[src/core/pcc_pkg.sv]
// Shared constants for the PWM counter control block
package pcc_pkg;

  // ----------------------------------------------------------------
  // Sizes
  // ----------------------------------------------------------------
  localparam int unsigned CNT_W  = 12;
  localparam int unsigned NUM_CH = 8;
  localparam int unsigned ADR_W  = 10;
  localparam int unsigned DAT_W  = 32;
  localparam int unsigned IDX_W  = 8;

  // ----------------------------------------------------------------
  // Register indices, byte address is four times the index
  // ----------------------------------------------------------------
  localparam logic [IDX_W-1:0] IDX_PERIOD_LOW  = 8'hD9;
  localparam logic [IDX_W-1:0] IDX_CTRL        = 8'hDC;
  localparam logic [IDX_W-1:0] IDX_CMP2_LOW    = 8'hDD;
  localparam logic [IDX_W-1:0] IDX_CMP6_LOW    = 8'hDE;
  localparam logic [IDX_W-1:0] IDX_BRAKE       = 8'hDF;
  localparam logic [IDX_W-1:0] IDX_PERIOD_HIGH = 8'hE8;
  localparam logic [IDX_W-1:0] IDX_CMP_BASE    = 8'hF0;
  localparam logic [IDX_W-1:0] IDX_IRQ_STATUS  = 8'hF8;
  localparam logic [IDX_W-1:0] IDX_IRQ_CLEAR   = 8'hF9;
  localparam logic [IDX_W-1:0] IDX_IRQ_ENABLE  = 8'hFA;

  // ----------------------------------------------------------------
  // Control register fields
  // ----------------------------------------------------------------
  localparam int unsigned CTRL_RUN_BIT   = 7;
  localparam int unsigned CTRL_LOAD_BIT  = 6;
  localparam int unsigned CTRL_FLAG_BIT  = 5;
  localparam int unsigned CTRL_CLEAR_BIT = 4;
  localparam int unsigned CTRL_INV_LSB   = 0;
  localparam int unsigned INV_W          = 4;

  // ----------------------------------------------------------------
  // Interrupt status layout
  // ----------------------------------------------------------------
  localparam int unsigned IRQ_MATCH_BIT = 0;
  localparam int unsigned IRQ_W         = 1;

  // ----------------------------------------------------------------
  // Reset values
  // ----------------------------------------------------------------
  localparam logic [7:0]       CTRL_RESET   = 8'h00;
  localparam logic [7:0]       BRAKE_RESET  = 8'h00;
  localparam logic [CNT_W-1:0] PERIOD_RESET = 12'h000;
  localparam logic [CNT_W-1:0] CMP_RESET    = 12'h000;
  localparam logic [IRQ_W-1:0] IRQ_RESET    = 1'h0;

endpackage : pcc_pkg

[src/core/pcc_wb_slave.sv]
// Classic Wishbone slave handshake with one wait state
`timescale 1ns/1ps
module pcc_wb_slave
  import pcc_pkg::*;
(
  // Clock and reset
  input  wire logic               clk_i,
  input  wire logic               rst_i,
  // Wishbone side
  input  wire logic               wb_cyc_i,
  input  wire logic               wb_stb_i,
  input  wire logic               wb_we_i,
  output logic                    wb_ack_o,
  output logic [pcc_pkg::DAT_W-1:0] wb_dat_o,
  // Register file side
  input  wire logic [pcc_pkg::DAT_W-1:0] rd_data_i,
  output logic                    wr_stb_o
);

  // ----------------------------------------------------------------
  // Handshake
  // ----------------------------------------------------------------
  logic                 ack_r;
  logic [DAT_W-1:0]     dat_r;
  wire                  req_new = wb_cyc_i & wb_stb_i & ~ack_r;

  // Write lands on the edge where the master samples ack
  assign wr_stb_o = wb_cyc_i & wb_stb_i & wb_we_i & ack_r;
  assign wb_ack_o = ack_r;
  assign wb_dat_o = dat_r;

  always_ff @(posedge clk_i) begin
    if (rst_i) begin
      ack_r <= 1'b0;
      dat_r <= '0;
    end else begin
      ack_r <= req_new;
      // Read data frozen for the whole ack cycle
      if (req_new) begin
        dat_r <= rd_data_i;
      end
    end
  end

endmodule // pcc_wb_slave

[src/core/pcc_channel.sv]
// One PWM channel output stage
`timescale 1ns/1ps
module pcc_channel
  import pcc_pkg::*;
#(
  parameter int unsigned W = pcc_pkg::CNT_W
) (
  // Clock and reset
  input  wire logic         clk_i,
  input  wire logic         rst_i,
  // Compare inputs
  input  wire logic [W-1:0] count_i,
  input  wire logic [W-1:0] compare_i,
  input  wire logic         invert_i,
  // Brake override
  input  wire logic         brake_i,
  input  wire logic         brake_level_i,
  // Pin
  output logic              pwm_o
);

  // A zero-width compare has nothing to serve
  if (W < 1) begin : g_bad_w
    $error("pcc_channel: W must be at least 1");
  end

  logic out_r;
  // RULE_10 - counter below compare
  wire  raw   = (count_i < compare_i);
  // RULE_06 - polarity select
  wire  polar = raw ^ invert_i;
  // RULE_07 - brake level override
  wire  out_nxt = brake_i ? brake_level_i : polar;

  assign pwm_o = out_r;

  always_ff @(posedge clk_i) begin
    if (rst_i) begin
      out_r <= 1'b0;
    end else begin
      out_r <= out_nxt;
    end
  end

endmodule // pcc_channel

[src/core/pcc_top.sv]
// PWM counter control: shared counter, reload, flags and outputs
// Overview of operation
// RULE_01 - Run bit starts and stops the counter
// RULE_02 - Load bit reloads buffers at match
// RULE_03 - Load bit self-clears after the transfer
// RULE_04 - Match flag sticky until software clears
// RULE_05 - Clear bit zeroes counter, then self-clears
// RULE_06 - Invert bits set even channel polarity
// RULE_07 - Brake forces each output to level
// RULE_08 - Channel 2 and 6 low-byte compare registers
// RULE_09 - Writable low-byte period buffer register
// RULE_10 - Output compares counter with working value
//
// Register access over Wishbone was left to the implementer.
`timescale 1ns/1ps
module pcc_top
  import pcc_pkg::*;
#(
  parameter int unsigned CH = pcc_pkg::NUM_CH
) (
  // Clock and reset
  input  wire logic                      clk_i,
  input  wire logic                      rst_i,
  // Wishbone slave
  input  wire logic                      wb_cyc_i,
  input  wire logic                      wb_stb_i,
  input  wire logic                      wb_we_i,
  input  wire logic [pcc_pkg::ADR_W-1:0] wb_adr_i,
  input  wire logic [3:0]                wb_sel_i,
  input  wire logic [pcc_pkg::DAT_W-1:0] wb_dat_i,
  output logic                           wb_ack_o,
  output logic [pcc_pkg::DAT_W-1:0]      wb_dat_o,
  // Brake input
  input  wire logic                      brake_i,
  // Outputs
  output logic [CH-1:0]                  pwm_o,
  output logic                           irq_o
);

  // ----------------------------------------------------------------
  // Parameter check
  // ----------------------------------------------------------------
  // Register layout is fixed at eight channels
  if (CH != NUM_CH) begin : g_bad_ch
    $error("pcc_top: CH must be 8");
  end

  // ----------------------------------------------------------------
  // Decode helpers
  // ----------------------------------------------------------------
  function automatic logic hit(input logic [ADR_W-1:0] adr, input logic [IDX_W-1:0] idx);
    hit = (adr[ADR_W-1:2] == idx);
  endfunction

  // ----------------------------------------------------------------
  // Bus slave
  // ----------------------------------------------------------------
  logic             wr_stb;
  logic [DAT_W-1:0] rd_data;

  pcc_wb_slave u_bus (
    .clk_i     (clk_i),
    .rst_i     (rst_i),
    .wb_cyc_i  (wb_cyc_i),
    .wb_stb_i  (wb_stb_i),
    .wb_we_i   (wb_we_i),
    .wb_ack_o  (wb_ack_o),
    .wb_dat_o  (wb_dat_o),
    .rd_data_i (rd_data),
    .wr_stb_o  (wr_stb)
  );

  wire lane0 = wr_stb & wb_sel_i[0];
  wire lane1 = wr_stb & wb_sel_i[1];

  wire wr_ctrl     = lane0 & hit(wb_adr_i, IDX_CTRL);
  wire wr_per_lo   = lane0 & hit(wb_adr_i, IDX_PERIOD_LOW);
  wire wr_per_hi   = lane0 & hit(wb_adr_i, IDX_PERIOD_HIGH);
  wire wr_cmp2_lo  = lane0 & hit(wb_adr_i, IDX_CMP2_LOW);
  wire wr_cmp6_lo  = lane0 & hit(wb_adr_i, IDX_CMP6_LOW);
  wire wr_brake    = lane0 & hit(wb_adr_i, IDX_BRAKE);
  wire wr_irq_clr  = lane0 & hit(wb_adr_i, IDX_IRQ_CLEAR);
  wire wr_irq_en   = lane0 & hit(wb_adr_i, IDX_IRQ_ENABLE);
  wire cmp_region  = (wb_adr_i[ADR_W-1:5] == IDX_CMP_BASE[IDX_W-1:3]);
  wire [2:0] cmp_sel = wb_adr_i[4:2];

  // ----------------------------------------------------------------
  // State
  // ----------------------------------------------------------------
  logic             run_r;
  logic             load_r;
  logic             flag_r;
  logic [INV_W-1:0] inv_r;
  logic [7:0]       brake_r;
  logic [CNT_W-1:0] cnt_r;
  logic [CNT_W-1:0] per_buf_r;
  logic [CNT_W-1:0] per_w_r;
  logic [CNT_W-1:0] cmp_buf_r [CH];
  logic [CNT_W-1:0] cmp_w_r   [CH];
  logic [IRQ_W-1:0] sts_r;
  logic [IRQ_W-1:0] en_r;
  logic             irq_r;

  // ----------------------------------------------------------------
  // Counter
  // ----------------------------------------------------------------
  // RULE_05 - clear on write of one
  wire clr_hit = wr_ctrl & wb_dat_i[CTRL_CLEAR_BIT];
  wire match   = run_r & (cnt_r == per_w_r);
  // RULE_02 - transfer only when requested
  wire xfer    = match & load_r;
  wire [CNT_W-1:0] cnt_inc = CNT_W'(cnt_r + 12'h001);
  // RULE_01 - count only while running
  wire [CNT_W-1:0] cnt_nxt = clr_hit ? '0 : (!run_r ? cnt_r : (match ? '0 : cnt_inc));

  always_ff @(posedge clk_i) begin
    if (rst_i) begin
      cnt_r <= '0;
    end else begin
      cnt_r <= cnt_nxt;
    end
  end

  // ----------------------------------------------------------------
  // Control register
  // ----------------------------------------------------------------
  // RULE_03 - hardware clears load, new request wins
  wire load_nxt = wr_ctrl ? wb_dat_i[CTRL_LOAD_BIT] : (xfer ? 1'b0 : load_r);
  // RULE_04 - set wins over software clear
  wire flag_nxt = match | (wr_ctrl ? (flag_r & wb_dat_i[CTRL_FLAG_BIT]) : flag_r);

  always_ff @(posedge clk_i) begin
    if (rst_i) begin
      run_r  <= CTRL_RESET[CTRL_RUN_BIT];
      load_r <= CTRL_RESET[CTRL_LOAD_BIT];
      flag_r <= CTRL_RESET[CTRL_FLAG_BIT];
      inv_r  <= CTRL_RESET[CTRL_INV_LSB +: INV_W];
    end else begin
      load_r <= load_nxt;
      flag_r <= flag_nxt;
      if (wr_ctrl) begin
        run_r <= wb_dat_i[CTRL_RUN_BIT];
        inv_r <= wb_dat_i[CTRL_INV_LSB +: INV_W];
      end
    end
  end

  // ----------------------------------------------------------------
  // Period and brake registers
  // ----------------------------------------------------------------
  always_ff @(posedge clk_i) begin
    if (rst_i) begin
      per_buf_r <= PERIOD_RESET;
      per_w_r   <= PERIOD_RESET;
      brake_r   <= BRAKE_RESET;
    end else begin
      // RULE_09 - period low byte
      if (wr_per_lo) begin
        per_buf_r[7:0] <= wb_dat_i[7:0];
      end
      if (wr_per_hi) begin
        per_buf_r[CNT_W-1:8] <= wb_dat_i[CNT_W-9:0];
      end
      if (xfer) begin
        per_w_r <= per_buf_r;
      end
      if (wr_brake) begin
        brake_r <= wb_dat_i[7:0];
      end
    end
  end

  // ----------------------------------------------------------------
  // Compare buffers and channels
  // ----------------------------------------------------------------
  logic [CH-1:0] pwm_w;

  for (genvar n = 0; n < CH; n++) begin : g_ch
    // RULE_08 - low-byte aliases for 2 and 6
    wire alias_lo = ((n == 2) & wr_cmp2_lo) | ((n == 6) & wr_cmp6_lo);
    wire full_hit = cmp_region & (cmp_sel == 3'(n));
    // Odd channels have no invert control
    wire ch_inv   = (n % 2 == 0) ? inv_r[n/2] : 1'b0;

    always_ff @(posedge clk_i) begin
      if (rst_i) begin
        cmp_buf_r[n] <= CMP_RESET;
        cmp_w_r[n]   <= CMP_RESET;
      end else begin
        if (alias_lo | (lane0 & full_hit)) begin
          cmp_buf_r[n][7:0] <= wb_dat_i[7:0];
        end
        if (lane1 & full_hit) begin
          cmp_buf_r[n][CNT_W-1:8] <= wb_dat_i[CNT_W-1:8];
        end
        // RULE_02 - compare transfer at match
        if (xfer) begin
          cmp_w_r[n] <= cmp_buf_r[n];
        end
      end
    end

    pcc_channel #(.W(CNT_W)) u_ch (
      .clk_i         (clk_i),
      .rst_i         (rst_i),
      .count_i       (cnt_r),
      .compare_i     (cmp_w_r[n]),
      .invert_i      (ch_inv),
      .brake_i       (brake_i),
      .brake_level_i (brake_r[n]),
      .pwm_o         (pwm_w[n])
    );
  end

  assign pwm_o = pwm_w;

  // ----------------------------------------------------------------
  // Interrupts
  // ----------------------------------------------------------------
  wire [IRQ_W-1:0] evt     = match ? IRQ_W'(1) << IRQ_MATCH_BIT : '0;
  wire [IRQ_W-1:0] clr_msk = wr_irq_clr ? wb_dat_i[IRQ_W-1:0] : '0;
  // Set beats a clear in the same cycle
  wire [IRQ_W-1:0] sts_nxt = evt | (sts_r & ~clr_msk);
  wire [IRQ_W-1:0] en_nxt  = wr_irq_en ? wb_dat_i[IRQ_W-1:0] : en_r;

  always_ff @(posedge clk_i) begin
    if (rst_i) begin
      sts_r <= IRQ_RESET;
      en_r  <= IRQ_RESET;
      irq_r <= 1'b0;
    end else begin
      sts_r <= sts_nxt;
      en_r  <= en_nxt;
      irq_r <= |(sts_nxt & en_nxt);
    end
  end

  assign irq_o = irq_r;

  // ----------------------------------------------------------------
  // Read mux
  // ----------------------------------------------------------------
  // Clear bit reads zero, it never holds state
  wire [7:0] ctrl_rd = {run_r, load_r, flag_r, 1'b0, inv_r};
  wire [CNT_W-1:0] cmp_rd = cmp_buf_r[cmp_sel];

  assign rd_data =
      hit(wb_adr_i, IDX_CTRL)        ? {24'h000000, ctrl_rd} :
      hit(wb_adr_i, IDX_PERIOD_LOW)  ? {24'h000000, per_buf_r[7:0]} :
      hit(wb_adr_i, IDX_PERIOD_HIGH) ? {28'h0000000, per_buf_r[CNT_W-1:8]} :
      hit(wb_adr_i, IDX_CMP2_LOW)    ? {24'h000000, cmp_buf_r[2][7:0]} :
      hit(wb_adr_i, IDX_CMP6_LOW)    ? {24'h000000, cmp_buf_r[6][7:0]} :
      hit(wb_adr_i, IDX_BRAKE)       ? {24'h000000, brake_r} :
      hit(wb_adr_i, IDX_IRQ_STATUS)  ? {31'h00000000, sts_r} :
      hit(wb_adr_i, IDX_IRQ_ENABLE)  ? {31'h00000000, en_r} :
      cmp_region                     ? {20'h00000, cmp_rd} :
                                       32'h00000000;
endmodule // pcc_top

[config.mk]
export PLATFORM = sky130hd
export DESIGN_NAME = pcc_top
export DESIGN_NICKNAME = d
export VERILOG_FILES = /design/src/core/pcc_pkg.sv /design/src/core/pcc_wb_slave.sv /design/src/core/pcc_channel.sv /design/src/core/pcc_top.sv
export SDC_FILE = /design/constraint.sdc
export NUM_CORES = 1
export LEC_CHECK = 0
export ABC_AREA = 1
export BUFFER_PORTS_ARGS = -buffer_cell sky130_fd_sc_hd__buf_2
export CORE_ASPECT_RATIO = 1.25
export CORE_MARGIN = 2
export CORE_UTILIZATION = 49
export DETAILED_ROUTE_END_ITERATION = 8
export PLACE_DENSITY = 0.68
export SLEW_MARGIN = 20
export SYNTH_ARGS = -nofsm -noshare
export SYNTH_HDL_FRONTEND = slang
export SYNTH_SLANG_ARGS = --single-unit
[constraint.sdc]
create_clock -name clk_i -period 11.8 [get_ports clk_i]
set_clock_uncertainty 0.15 [all_clocks]
set_input_delay 3.54 -clock clk_i [delete_from_list [all_inputs] [get_ports clk_i]]
set_output_delay 3.54 -clock clk_i [all_outputs]
set_load 0.01 [all_outputs]
; Word-level counts from Yosys, hierarchy flattened
; Memory sizes are Yosys's and may differ from the RTL's.
; Index checks and enable logic that the tools add are counted.
[word_totals]
reg_bits = 95
mem_bits_rw = 192
inputBits = 52
out_inout_bits = 42
word_cells = 233
mem_count = 2
[memory_table]
columns = memory, words, width, rd, rd_clocked_by_memory_dff, wr, line
row1 = cmp_buf_r, 8, 12, 9, 0, 8, pcc_top.sv:98  ; logic [CNT_W-1:0] cmp_buf_r [CH];
row2 = cmp_w_r, 8, 12, 8, 0, 8, pcc_top.sv:99  ; logic [CNT_W-1:0] cmp_w_r [CH];
[classes]
addsub = 1
magnitude_cmp = 8
n_eq_ne = 18
muxes = 101
bitwise_logic = 78
reduce_logical = 3
[op_table]
columns = cell, n
row1 = $mux W12, 18
row2 = $lt A12 B12 Y1, 8
row3 = $eq A8 B8 Y1 const B, 9
row4 = $mux W1, 67
row5 = $mux W8, 8
row6 = $and A1 B1 Y1, 44
row7 = $mux W4, 8
row8 = $or A1 B1 Y1, 28
row9 = $add A12 B1 Y12 const B, 1
row10 = $eq A12 B12 Y1, 1
row11 = $eq A3 B3 Y1 const B, 4
row12 = $eq A3 B2 Y1 const B, 2
row13 = $eq A5 B5 Y1 const B, 1
row14 = $xor A1 B1 Y1, 4
row15 = $eq A3 B1 Y1 const B, 1
row16 = $logic_not A3 Y1, 1
row17 = $not A1 Y1, 2
row18 = $reduce_bool A2 Y1, 1
row19 = $reduce_or A2 Y1, 1

; Longest topological paths before layout
[logic_depth]
ltp_word = 10
ltp_mapped = 14
ltp_nobuf = 13

; Cells and area by module
; From an unflattened synthesis, not the netlist that was laid out.
[hier_totals]
hier_cells = 1859
hier_area_um2 = 15240.9
[modules_own_cells]
columns = mod, n_inst, cells_per_inst, area_per_inst_um2, seq_area_each_um2
row1 = pcc_top, 1, 1122, 10914.2, 6846.6
row2 = pcc_channel, 8, 66, 370.4, 20.0
row3 = pcc_wb_slave, 1, 209, 1363.8, 660.6

; Worst setup path after synthesis
; Ideal clock, no wire load.
[synth_path]
path_kind = input -> register
start = input rst_i
end = memory cmp_w_r[0][0], enable pin
t_arrival_ps = 5787
slack_ps = 4957
cell_stages = 4
n_path_buf = 2
cell_sequence = inv_1 -> clkbuf_1 -> buf_1 -> nand2_1
[synth_lines]
columns = element, line
row1 = "start, declared", pcc_top.sv:23  ; input wire logic rst_i,
row2 = "end, declared", pcc_top.sv:99

==> impl_metrics.toml <==
[run_status]
status = "completed"

[synthesis]
synthDistinctLibCells = 44
syn_inst = 1592
async_flop_share = 0
synth-main-ff-cell = "edfxtp_1"
yosysTopAreaCellShare = 0.412
ys_warn_count = 0
synthTopCellsByArea = "edfxtp_1 (41%), dfxtp_1 (11%), ha_1 (8.0%)"
syn_area_per_cell_um2 = 8.78
syn_area_um2 = 14000
ys_ff_latch = 267
synth_enable_flop_cells = 192
yosysSeqAreaShare = 0.520
synth_top_cell_by_area = "edfxtp_1"

[global_route]
globalRoute.totalOverflow = 0
antenna_found_initial = 1
grt_pass1_wl_mm = 56.5
grt_start_max_net_pins = 108
track_usage = 0.250
grt_pass1_vias = 10412

[place]
dp_hpwl_mm = 26.7
post-place-ws_ps = 5150
place_congestion = 0.981
io_buffers = 49

[pwr]
power.density_nw_per_um2 = 131
peakVddDrop_mv = 0.0748
leakage_uw = 0.00666
fin_total_pwr_uw = 2000

[floorplanning]
fp.dieW_um = 155
pin_count = 94
core-area_um2 = 28200
die_h_um = 193
rows = 69
dieArea_um2 = 29900
initial_core_util = 0.495

[clock_network]
cts_inserted_buffers = 26
cts.reportedPaths.clkPinSlew_ps = 60
cts-root-buf = "clkbuf_16"
postCtsSetupBuffers = 0
clkLatencyLatePin_ps = 540
cts_max_path_buffers = 3
cts_hold_buf = 0
cts_tree = "yes"
clkSinkCount = 267
h-tree-depth = 1
cts_resized = 0

[route]
first_pass_iters = 6
postRouteAntennaNets = 0
drt_iter0_markers = 881
drt_wl_total_mm = 37.1
dr_total_vias = 10823
drc = 0
wire_per_inst_um = 18.6
vias_per_cell = 5.45

[sta]
relSlewSlack = 0.284
tns_ps = 0
tightest_slew_ps = 1070
worst_slack_ps = 5790
layout_min_cycle_time_ps = 6010
fmax_mhz = 166
post-route-period-util = 0.509
slew_violations = 0
whs_ps = 311
final_hold_viol_count = 0
setup_viol = 0
rsz0062_at_grt = "false"

[critical_path]
r2r_slack_ps = 7730
path_class = "input port to flip-flop"
cp-start-kind = "input port"
cp.required_ps = 11810
setup.worst_path.end_class = "flip-flop"
cp.arrival_ps = 6020
cp_max_fo = 55

[worst_hold_path]
hold_class = "flip-flop to flip-flop"

[layout]
syn2layout_area_growth_pct = 8.93
fin_nets = 1753
drive_gt1_frac = 0.0864
diodes = 0

[job]
drv_cap = 0
## synthesized netlist by cell type (14+ instances only)
cell,count
a21oi_1,114
buf_4,32
clkbuf_1,30
dfxtp_1,75
edfxtp_1,192
ha_1,89
inv_1,272
nand2_1,214
nand3_1,77
nand4_1,21
nor2_1,254
nor3_1,14
o21ai_0,64
## critical path: stages
cell,delay [ps]
buf_2,600
inv_2,480
nand2_4,610
buf_4,720
## cells in the final DEF, fill, tap and decap left out, types with 5 or more instances in the layout
cell / count
clkinv_1: 7
inv_1: 273
xor2_1: 7
clkinv_2: 7
dfxtp_1: 75
o21ai_1: 5
nor3_1: 14
o31ai_1: 5
a211oi_1: 12
conb_1: 20
o22ai_1: 8
a21oi_1: 114
inv_2: 10
o211ai_1: 13
clkbuf_16: 29
nand2_1: 213
buf_2: 49
edfxtp_1: 192
nand4_1: 21
or2_2: 5
ha_1: 89
nand3_1: 77
nor2_2: 13
nand2_2: 5
nor2_1: 254
o21ai_0: 64
## stage by stage
stage                     area, um2   util  cells
after global placement        14300  0.508   1939
after floorplan               14100      -   1611
after detailed placement      14300  0.508   1939
after CTS                     15200  0.539   1987
final                         15200  0.540   1987
after global routing          15200  0.540   1987
## where the power goes
group | internal [uW] | switching [uW] | leakage [uW]
Combinational | 23.8 | 85.3 | 0.00362
Clock | 500 | 358 | 0.000448
Sequential | 1020 | 9.05 | 0.00260
## area by class of cell
cell class	count	area [um2]
Sequential cell	267	7270
Multi-Input combinational cell	977	5280
Tap cell	355	444
Clock buffer	34	766
Fill cell	2549	13000
Timing Repair Buffer	54	287
Clock inverter	14	118
Inverter	286	1070
## final timing paths
path | startpoint | endpoint | cells after the start
worst max-delay path | rst_i | cmp_w_r[0][29] | 4
worst min-delay path | u_bus.wb_dat_o[7] | u_bus.wb_dat_o[7] | 2
worst max register to register | cnt_r[3] | cmp_w_r[0][29] | 9
worst min register to register | u_bus.wb_dat_o[7] | u_bus.wb_dat_o[7] | 2
## logic make-up (layout without fill, tap and decap cells)
family                     Yosys count  in the layout  synth area share
and+or+nand+nor                    622            622             0.191
buffers and inverters              367            388             0.110
DFF                                267            267             0.520
AOI/OAI and AO/OA                  237            237            0.0944
adders and majority gates           89             89            0.0796
xor gates and xnor gates             9              9           0.00564
other                                1             20          0.000268
## state kept, by name (all words and copies together), names as in the netlist, 8 cells and up
signal	cells
cmp_w_r	96
per_w_r	12
per_buf_r	12
u_bus.wb_dat_o	12
g_ch.u_ch.pwm_o	8
cnt_r	12
brake_r	8
cmp_buf_r	96
## routing by layer
layer  up-vias  part of all wire  global-route usage
met5         -           0.00030                   0
met4         2             0.050               0.119
met3        96             0.067              0.0348
met2       421              0.49               0.442
met1      5084              0.39               0.300
li1       5220                 -                   -
No activity file was read; power rests on OpenSTA's default activity.
